===== config.mk =====
export PLATFORM = sky130hd
export DESIGN_NAME = art_timer
export DESIGN_NICKNAME = d
export VERILOG_FILES = /design/src/art_pkg.sv /design/src/art_tick_if.sv /design/src/art_timer.sv /design/src/art_tick_gen.sv
export SDC_FILE = /design/constraint.sdc
export NUM_CORES = 1
export LEC_CHECK = 0
export BUFFER_PORTS_ARGS = -buffer_cell sky130_fd_sc_hd__buf_2
export CORE_AREA = 2 2 135 84
export DETAILED_ROUTE_END_ITERATION = 10
export DIE_AREA = 0 0 137 86
export GPL_ROUTABILITY_DRIVEN = 0
export SYNTH_ARGS = -nofsm -noshare
export SYNTH_HDL_FRONTEND = slang
export SYNTH_SLANG_ARGS = --single-unit

===== constraint.sdc =====
create_clock -name ref_clk -period 2.48 [get_ports ref_clk]
set_input_delay 0.496 -clock ref_clk [delete_from_list [all_inputs] [get_ports ref_clk]]
set_output_delay 0.496 -clock ref_clk [all_outputs]
set_load 0.03 [all_outputs]

===== src/art_pkg.sv =====
package art_pkg;
    localparam logic [7:0] ART_ADDR_CONTROL     = 8'hC8;
    localparam logic [7:0] ART_ADDR_RELOAD_LOW  = 8'hCA;
    localparam logic [7:0] ART_ADDR_RELOAD_HIGH = 8'hCB;
    localparam logic [7:0] ART_ADDR_COUNT_LOW   = 8'hCC;
    localparam logic [7:0] ART_ADDR_COUNT_HIGH  = 8'hCD;
    localparam logic [3:0] ART_SFR_PAGE         = 4'hF;
    localparam int ART_BIT_HIGH_FLAG  = 7;
    localparam int ART_BIT_LOW_FLAG   = 6;
    localparam int ART_BIT_LOW_IRQ_EN = 5;
    localparam int ART_BIT_SPLIT      = 3;
    localparam int ART_BIT_RUN        = 2;
    localparam int ART_BIT_EXT_SEL    = 0;
    localparam logic [7:0] ART_CONTROL_WMASK = 8'hED;
    localparam logic [7:0] ART_RESET_BYTE    = 8'h00;
    localparam int ART_SYS_DIV = 12;
    localparam int ART_EXT_DIV = 8;
endpackage


===== src/art_tick_if.sv =====
`timescale 1ns/1ps
interface art_tick_if;
    logic sys_div_tick;
    logic ext_div_tick;
    modport src (output sys_div_tick, output ext_div_tick);
    modport dst (input sys_div_tick, input ext_div_tick);
endinterface


===== src/art_timer.sv =====
`timescale 1ns/1ps
module art_timer
    import art_pkg::*;
(
    input  wire logic       ref_clk,
    input  wire logic       rst_b,
    input  wire logic       ext_osc,
    input  wire logic [3:0] sfr_page,
    input  wire logic [7:0] sfr_addr,
    input  wire logic       sfr_wr,
    input  wire logic       sfr_rd,
    input  wire logic [7:0] sfr_wdata,
    input  wire logic       sfr_bit_wr,
    input  wire logic [2:0] sfr_bit_sel,
    input  wire logic       sfr_bit_val,
    input  wire logic       timer_irq_en,
    input  wire logic       high_byte_system_clk_sel,
    input  wire logic       low_byte_system_clk_sel,
    output logic      [7:0] sfr_rdata,
    output logic            irq_req,
    output logic            high_ovf_pulse,
    output logic            low_ovf_pulse
);
    typedef struct packed {
        logic [7:0] control;
        logic [7:0] reload_low_byte;
        logic [7:0] reload_high_byte;
        logic [7:0] count_low_byte;
        logic [7:0] count_high_byte;
        logic [7:0] rdata;
        logic       irq;
        logic       hi_pulse;
        logic       lo_pulse;
    } art_st_t;

    art_st_t s_q;
    art_st_t s_d;

    art_tick_if tk ();

    art_tick_gen u_tick (
        .ref_clk (ref_clk),
        .rst_b   (rst_b),
        .ext_osc (ext_osc),
        .tk      (tk.src)
    );

    logic       page_ok;
    logic       ext_sel_tick;
    logic       lo_tick;
    logic       hi_tick;
    logic       split;
    logic       run;
    logic       lo_wrap;
    logic       hi_wrap;
    logic [7:0] ctl_wr;

    assign page_ok = (sfr_page == ART_SFR_PAGE);
    assign split   = s_q.control[ART_BIT_SPLIT];
    assign run     = s_q.control[ART_BIT_RUN];
    assign ext_sel_tick = s_q.control[ART_BIT_EXT_SEL] ? tk.ext_div_tick
                                                       : tk.sys_div_tick;
    assign lo_tick = low_byte_system_clk_sel ? 1'b1 : ext_sel_tick;
    assign hi_tick = high_byte_system_clk_sel ? 1'b1 : ext_sel_tick;

    always_comb begin
        s_d = s_q;
        s_d.hi_pulse = 1'b0;
        s_d.lo_pulse = 1'b0;
        lo_wrap = 1'b0;
        hi_wrap = 1'b0;
        ctl_wr = s_q.control;
        if (split) begin
            // Low byte ignores run control in split mode
            if (lo_tick) begin
                if (s_q.count_low_byte == 8'hFF) begin
                    lo_wrap = 1'b1;
                    s_d.count_low_byte = s_q.reload_low_byte;
                end else begin
                    s_d.count_low_byte = s_q.count_low_byte + 8'h01;
                end
            end
            if (run && hi_tick) begin
                if (s_q.count_high_byte == 8'hFF) begin
                    hi_wrap = 1'b1;
                    s_d.count_high_byte = s_q.reload_high_byte;
                end else begin
                    s_d.count_high_byte = s_q.count_high_byte + 8'h01;
                end
            end
        end else if (run && lo_tick) begin
            // 16-bit mode steps on the low byte clock select
            if (s_q.count_low_byte == 8'hFF) begin
                lo_wrap = 1'b1;
                if (s_q.count_high_byte == 8'hFF) begin
                    hi_wrap = 1'b1;
                    s_d.count_low_byte = s_q.reload_low_byte;
                    s_d.count_high_byte = s_q.reload_high_byte;
                end else begin
                    s_d.count_low_byte = 8'h00;
                    s_d.count_high_byte = s_q.count_high_byte + 8'h01;
                end
            end else begin
                s_d.count_low_byte = s_q.count_low_byte + 8'h01;
            end
        end

        // Software access; a counter write overrides that cycle's step
        if (sfr_wr && page_ok) begin
            unique case (sfr_addr)
                ART_ADDR_CONTROL:
                    ctl_wr = sfr_wdata & ART_CONTROL_WMASK;
                ART_ADDR_RELOAD_LOW:  s_d.reload_low_byte = sfr_wdata;
                ART_ADDR_RELOAD_HIGH: s_d.reload_high_byte = sfr_wdata;
                ART_ADDR_COUNT_LOW:   s_d.count_low_byte = sfr_wdata;
                ART_ADDR_COUNT_HIGH:  s_d.count_high_byte = sfr_wdata;
                default: ;
            endcase
        end else if (sfr_bit_wr && page_ok && sfr_addr == ART_ADDR_CONTROL) begin
            ctl_wr[sfr_bit_sel] = sfr_bit_val;
            ctl_wr = ctl_wr & ART_CONTROL_WMASK;
        end
        // Hardware set wins over a same-cycle software clear
        ctl_wr[ART_BIT_HIGH_FLAG] = ctl_wr[ART_BIT_HIGH_FLAG] | hi_wrap;
        ctl_wr[ART_BIT_LOW_FLAG] = ctl_wr[ART_BIT_LOW_FLAG] | lo_wrap;
        s_d.control = ctl_wr;

        s_d.hi_pulse = hi_wrap;
        s_d.lo_pulse = lo_wrap;
        // Level request follows the sticky flags, so it holds until cleared
        s_d.irq = timer_irq_en &&
                  (ctl_wr[ART_BIT_HIGH_FLAG] ||
                   (ctl_wr[ART_BIT_LOW_IRQ_EN] &&
                    ctl_wr[ART_BIT_LOW_FLAG]));

        s_d.rdata = s_q.rdata;
        if (sfr_rd && page_ok) begin
            unique case (sfr_addr)
                ART_ADDR_CONTROL:     s_d.rdata = s_q.control;
                ART_ADDR_RELOAD_LOW:  s_d.rdata = s_q.reload_low_byte;
                ART_ADDR_RELOAD_HIGH: s_d.rdata = s_q.reload_high_byte;
                ART_ADDR_COUNT_LOW:   s_d.rdata = s_q.count_low_byte;
                ART_ADDR_COUNT_HIGH:  s_d.rdata = s_q.count_high_byte;
                default:              s_d.rdata = ART_RESET_BYTE;
            endcase
        end
    end

    always_ff @(posedge ref_clk or negedge rst_b) begin
        if (!rst_b) begin
            s_q <= '0;
        end else begin
            s_q <= s_d;
        end
    end

    assign sfr_rdata      = s_q.rdata;
    assign irq_req        = s_q.irq;
    assign high_ovf_pulse = s_q.hi_pulse;
    assign low_ovf_pulse  = s_q.lo_pulse;
endmodule


===== src/art_tick_gen.sv =====
`timescale 1ns/1ps
module art_tick_gen
    import art_pkg::*;
(
    input  wire logic ref_clk,
    input  wire logic rst_b,
    input  wire logic ext_osc,
    art_tick_if.src   tk
);
    typedef struct packed {
        logic [3:0] sys_cnt;
        logic [2:0] ext_cnt;
        logic       ext_s1;
        logic       ext_s2;
        logic       ext_s3;
        logic       sys_tick;
        logic       ext_tick;
    } art_tg_t;

    art_tg_t s_q;
    art_tg_t s_d;

    // External oscillator is assumed slower than half ref_clk
    always_comb begin
        s_d = s_q;
        s_d.ext_s1 = ext_osc;
        s_d.ext_s2 = s_q.ext_s1;
        s_d.ext_s3 = s_q.ext_s2;
        s_d.sys_tick = 1'b0;
        s_d.ext_tick = 1'b0;
        if (s_q.sys_cnt == 4'(ART_SYS_DIV - 1)) begin
            s_d.sys_cnt = 4'h0;
            s_d.sys_tick = 1'b1;
        end else begin
            s_d.sys_cnt = s_q.sys_cnt + 4'h1;
        end
        if (s_q.ext_s2 && !s_q.ext_s3) begin
            s_d.ext_cnt = s_q.ext_cnt + 3'h1;
            s_d.ext_tick = (s_q.ext_cnt == 3'(ART_EXT_DIV - 1));
        end
    end

    always_ff @(posedge ref_clk or negedge rst_b) begin
        if (!rst_b) begin
            s_q <= '0;
        end else begin
            s_q <= s_d;
        end
    end

    assign tk.sys_div_tick = s_q.sys_tick;
    assign tk.ext_div_tick = s_q.ext_tick;
endmodule


### Word level (Yosys, flattened, before mapping)

Index checks and enable logic that the tools add are counted.

| word-level totals | value |
|---|---|
| register bits | 63 |
| word-level logic and storage cells | 86 |

| cells by class | value |
|---|---|
| add/subtract/negate cells | 4 |
| magnitude comparators | 2 |
| eq/ne operators | 11 |
| mux-type cells | 34 |
| bitwise gates (word level) | 2 |
| reductions and logical operators | 16 |

Operators by type and width:

| operator | count |
|---|---|
| $mux W8 | 11 |
| $mux W16 | 4 |
| $eq A8 B8 Y1 const B | 7 |
| $pmux W8 S5 | 1 |
| $add A8 B1 Y8 const B | 2 |
| $mux W1 | 15 |
| $logic_and A1 B1 Y1 | 10 |
| $bwmux W8 | 1 |
| $eq A4 B4 Y1 const B | 2 |
| $reduce_and A2 Y1 | 3 |
| $add A4 B1 Y4 const B | 1 |
| $lt A3 B4 Y1 const B | 1 |
| $mux W4 | 1 |
| $add A3 B1 Y3 const B | 1 |
| $demux W1 S3 | 1 |
| $eq A3 B3 Y1 const B | 1 |
| $ge A3 B1 Y1 const B | 1 |
| $ne A2 B1 Y1 const B | 1 |
| $or A1 B1 Y1 | 2 |
| $reduce_bool A2 Y1 | 1 |
| $logic_not A1 Y1 | 1 |
| $logic_or A1 B1 Y1 | 1 |

### Longest topological paths before layout

| logic depth | value |
|---|---|
| depth in word-level cells | 11 |
| gate-level depth with buffers | 8 |
| gate-level depth less buffers | 6 |

### Modules after synthesis

From an unflattened synthesis, not the netlist that was laid out.

| second synthesis, totals | value |
|---|---|
| cell total of the unflattened synthesis | 371 |
| area, all modules | 3617.2 um^2 |

Modules (own cells, without submodules):

| module | times used | cells each | area each (um^2) | sequential area each (um^2) |
|---|---|---|---|---|
| art_timer | 1 | 342 | 3155.5 | 1226.2 |
| art_tick_gen | 1 | 29 | 461.7 | 300.3 |

### Worst setup path before layout

Ideal clock, no wire load.

| timing | value |
|---|---|
| path kind | input to register |
| from | in sfr_addr[2] |
| to | reg s_q (netlist bit irq_req) |
| arrival | 2.116 ns |
| data required time | 2.339 ns |
| slack | 0.223 ns |
| stages on the path | 6 |
| cell sequence | or4b_4 > or2_1 > buf_6 > o311a_4 > a2111oi_4 > o41ai_2 |

RTL lines:

| item | RTL line | text |
|---|---|---|
| start, declared | art_timer.sv:9 | `input wire logic [7:0] sfr_addr,` |
| end signal, assigned | art_timer.sv:151 | `s_q <= '0;` |
| end signal, assigned | art_timer.sv:153 | `s_q <= s_d;` |
| end, declared | art_timer.sv:36 | `art_st_t s_q;` |

==> reports/results.txt <==
status - completed
Clock transition at path regs - 0.05 ns
Routed Antenna Nets - 0
Clock power frac - 43.6%
Die Wd - 137 um
number of detailed-route iterations in the first pass - 5
hold_ws - 0.1829 ns
worst-path fanout max - 14
DPL Wire Length - 8260 um
io pins - 44
crit path time final - 2.234 ns
Starting Density - 34.67%
Sw Share - 27.56%
internal power component - 2.157 mW
Final TNS setup - 0 ns
global-route wire length before repair - 17400 um
clock buffer count from CTS - 9
largest net degree at the start of global routing - 29
Yosys top cell by area - dfrtp_1
vias in the first global route - 3135
RSZ-0062 raised after global routing - no
grt ovf - 0
clk root buf - clkbuf_16
Mapped Area - 3623 um^2
crit end category - flop
quantity of gates resized following cts - 0
clk_skew - 0.004982 ns
Overall Power - 2.978 mW
area grow syn2layout - 19.58%
CP Class - flop to flop
largest cells by area after synthesis - dfrtp_1, mux2_2, a21oi_1, o21ai_0, nand2_1
share of layout cells above drive strength 1 - 27.25%
Fmax - 447.7 MHz
Final Hold Vio Count - 0
slew margin rel. - 52.64%
drt drc - 0
Synth Flop Type - dfrtp_1
most common cell in the netlist - dfrtp_1
worst-skew pair later-pin latency - 0.33 ns
vias - 3346
antenna violations before repair - 0
Slowest-stage cell, CP - dfrtp_1
Ys Warns - 0
Flop pwr share - 41.6%
Final period util - 90.06%
hold crit path type - input port to asynchronous set/reset pin
post-synthesis instance total - 370
CTS tree - built
GRT Total Usage - 19.98%
asr flop ratio synth - 100.0%
Comb power frac - 14.8%
maximum single-stage delay on the critical path - 0.42 ns
Yosys cell types - 69
Post-synth EDFFs - 0
startpoint types - flop
post-CTS setup buffers - 0
die height - 86 um
DR iter-0 viols - 472
maximum vdd drop - 347.6 uV
Die Area - 11780 um^2
H-Tree Depth - 3
Diodes inserted - 0
FP Rows - 29
Crit path required time - 2.71 ns
NetSw - 0.8209 mW
Avg Inst Size Synth - 9.793 um^2
register area share after synthesis - 42.13%
PwrDens - 687.4 nW/um^2
syn nets - 408
clk sinks - 61
hold_buf cts - 0
Top delay family on crit path - compound AO/OA/AOI/OAI gates
Least-Margin Pin Slew - 0.7105 ns
CP arrival - 2.46 ns
vias per cell - 5.964
crit path buf inv count - 1
Post-synth top cells - dfrtp_1, nand2_1, a21oi_1
Final Slew Violations - 0
Leak Pwr - 1.986 nW
Avg WL per Cell - 19.51 um
number of setup violations in the final report - 0
WL final - 10950 um
R2R setup slack - 0.25 ns
PortBufs - 43
nets@finish - 455
top-area cell type share of the netlist area - 42.13%
number of max-cap violations - 0
CTS Buffer Depth - 2
total core area - 10450 um^2
Yosys reg bits - 61
critical path, cell by cell - ha_1, and3_1, o2111ai_1, a21oi_1, buf_4, a41oi_1, o31ai_1
[through the flow]
step | cell area, um^2 | cells | setup slack, ns | utilization [%]
floorplan | 3623 | 370 | 0.2230 | -
global placement | 4020 | 545 | 0.08025 | 38.47
detailed placement | 4020 | 545 | 0.01770 | 38.47
CTS | 4333 | 561 | 0.2973 | 41.46
global route | 4333 | 561 | 0.08413 | 41.46
finish | 4333 | 561 | 0.2464 | 41.46
[path summary, 6_finish.rpt]
check                              start            end  depth (start not counted)
max                              s_q[20]        s_q[18]                          7
min                                rst_b        s_q[50]                          1
max reg2reg                      s_q[20]        s_q[18]                          7
min reg2reg                u_tick.s_d[3]  u_tick.s_d[2]                          0
max in group asynchronous          rst_b        s_q[12]                          2
min in group ref_clk             ext_osc  u_tick.s_d[3]                          1
[power groups by stage]
stage	clock, mW	sequential [mW]	combinational (mW)
after floorplan	0	1.18	0.332
after detailed placement	0	1.25	0.437
after CTS	1.34	1.23	0.440
after global placement	0	1.24	0.420
after global routing	1.39	1.25	0.502
final	1.30	1.24	0.441
[cell type report]
| cell class | instances | area [um^2] |
|---|---|---|
| timing repair buffer | 63 | 365.4 |
| fill | 1031 | 6117 |
| sequential | 61 | 1526 |
| inverter | 13 | 48.80 |
| multi-input combinational | 269 | 1906 |
| clock buffer | 13 | 270.3 |
| clock inverter | 3 | 42.54 |
| tap | 139 | 173.9 |
[layout by cell type (no fill, tap or decap), types with 3 or more instances in the layout]
master and n:
a211oi_1 4, nor2_1 21, nor3_1 5, a22oi_1 9, and4_1 6, and3_1 6, clkbuf_8 3, ha_1 5
a31oi_1 3, and2_1 4, mux2_2 21, a311oi_1 3, nor2b_1 4, o21ai_0 23, buf_2 43, clkbuf_16 9
o31ai_1 3, nor4_1 3, inv_1 13, nand2_1 30, nor3b_1 3, nand3_1 11, a22o_1 4, a222oi_1 6
mux2i_1 6, nand4_1 4, dfrtp_1 61, a221oi_1 3, buf_4 20, a21oi_1 25, a21o_1 8
[state kept, by name, summed over array words and instances (netlist names)]
signal and cells:
low_ovf_pulse 1, s_q 37, sfr_rdata 8, u_tick.s_q 8, u_tick.tk.ext_div_tick 1, high_ovf_pulse 1, u_tick.tk.sys_div_tick 1, u_tick.s_d 2
irq_req 1, run 1
[cell families (layout without fill, tap and decap cells)]
kind of cell	Yosys count	after routing	share of synthesized area (%)
and+or+nand+nor	115	115	17.68
AOI/OAI and AO/OA	119	119	23.90
buffers and inverters	40	92	5.283
adders and majority gates	5	5	1.727
muxes	28	28	8.805
DFF	61	61	42.13
xor gates and xnor gates	2	2	0.4835
[per-layer routing]
layer / track usage (%) / vias to the layer above / share of wire, %
li1: - / 1512 / -
met1: 31.38 / 1639 / 50
met2: 25.15 / 184 / 38
met3: 6.087 / 11 / 11
met4: 6.654 / 0 / 1.2
met5: 0 / - / 0
Note: power is estimated with default switching activity, not from simulation.
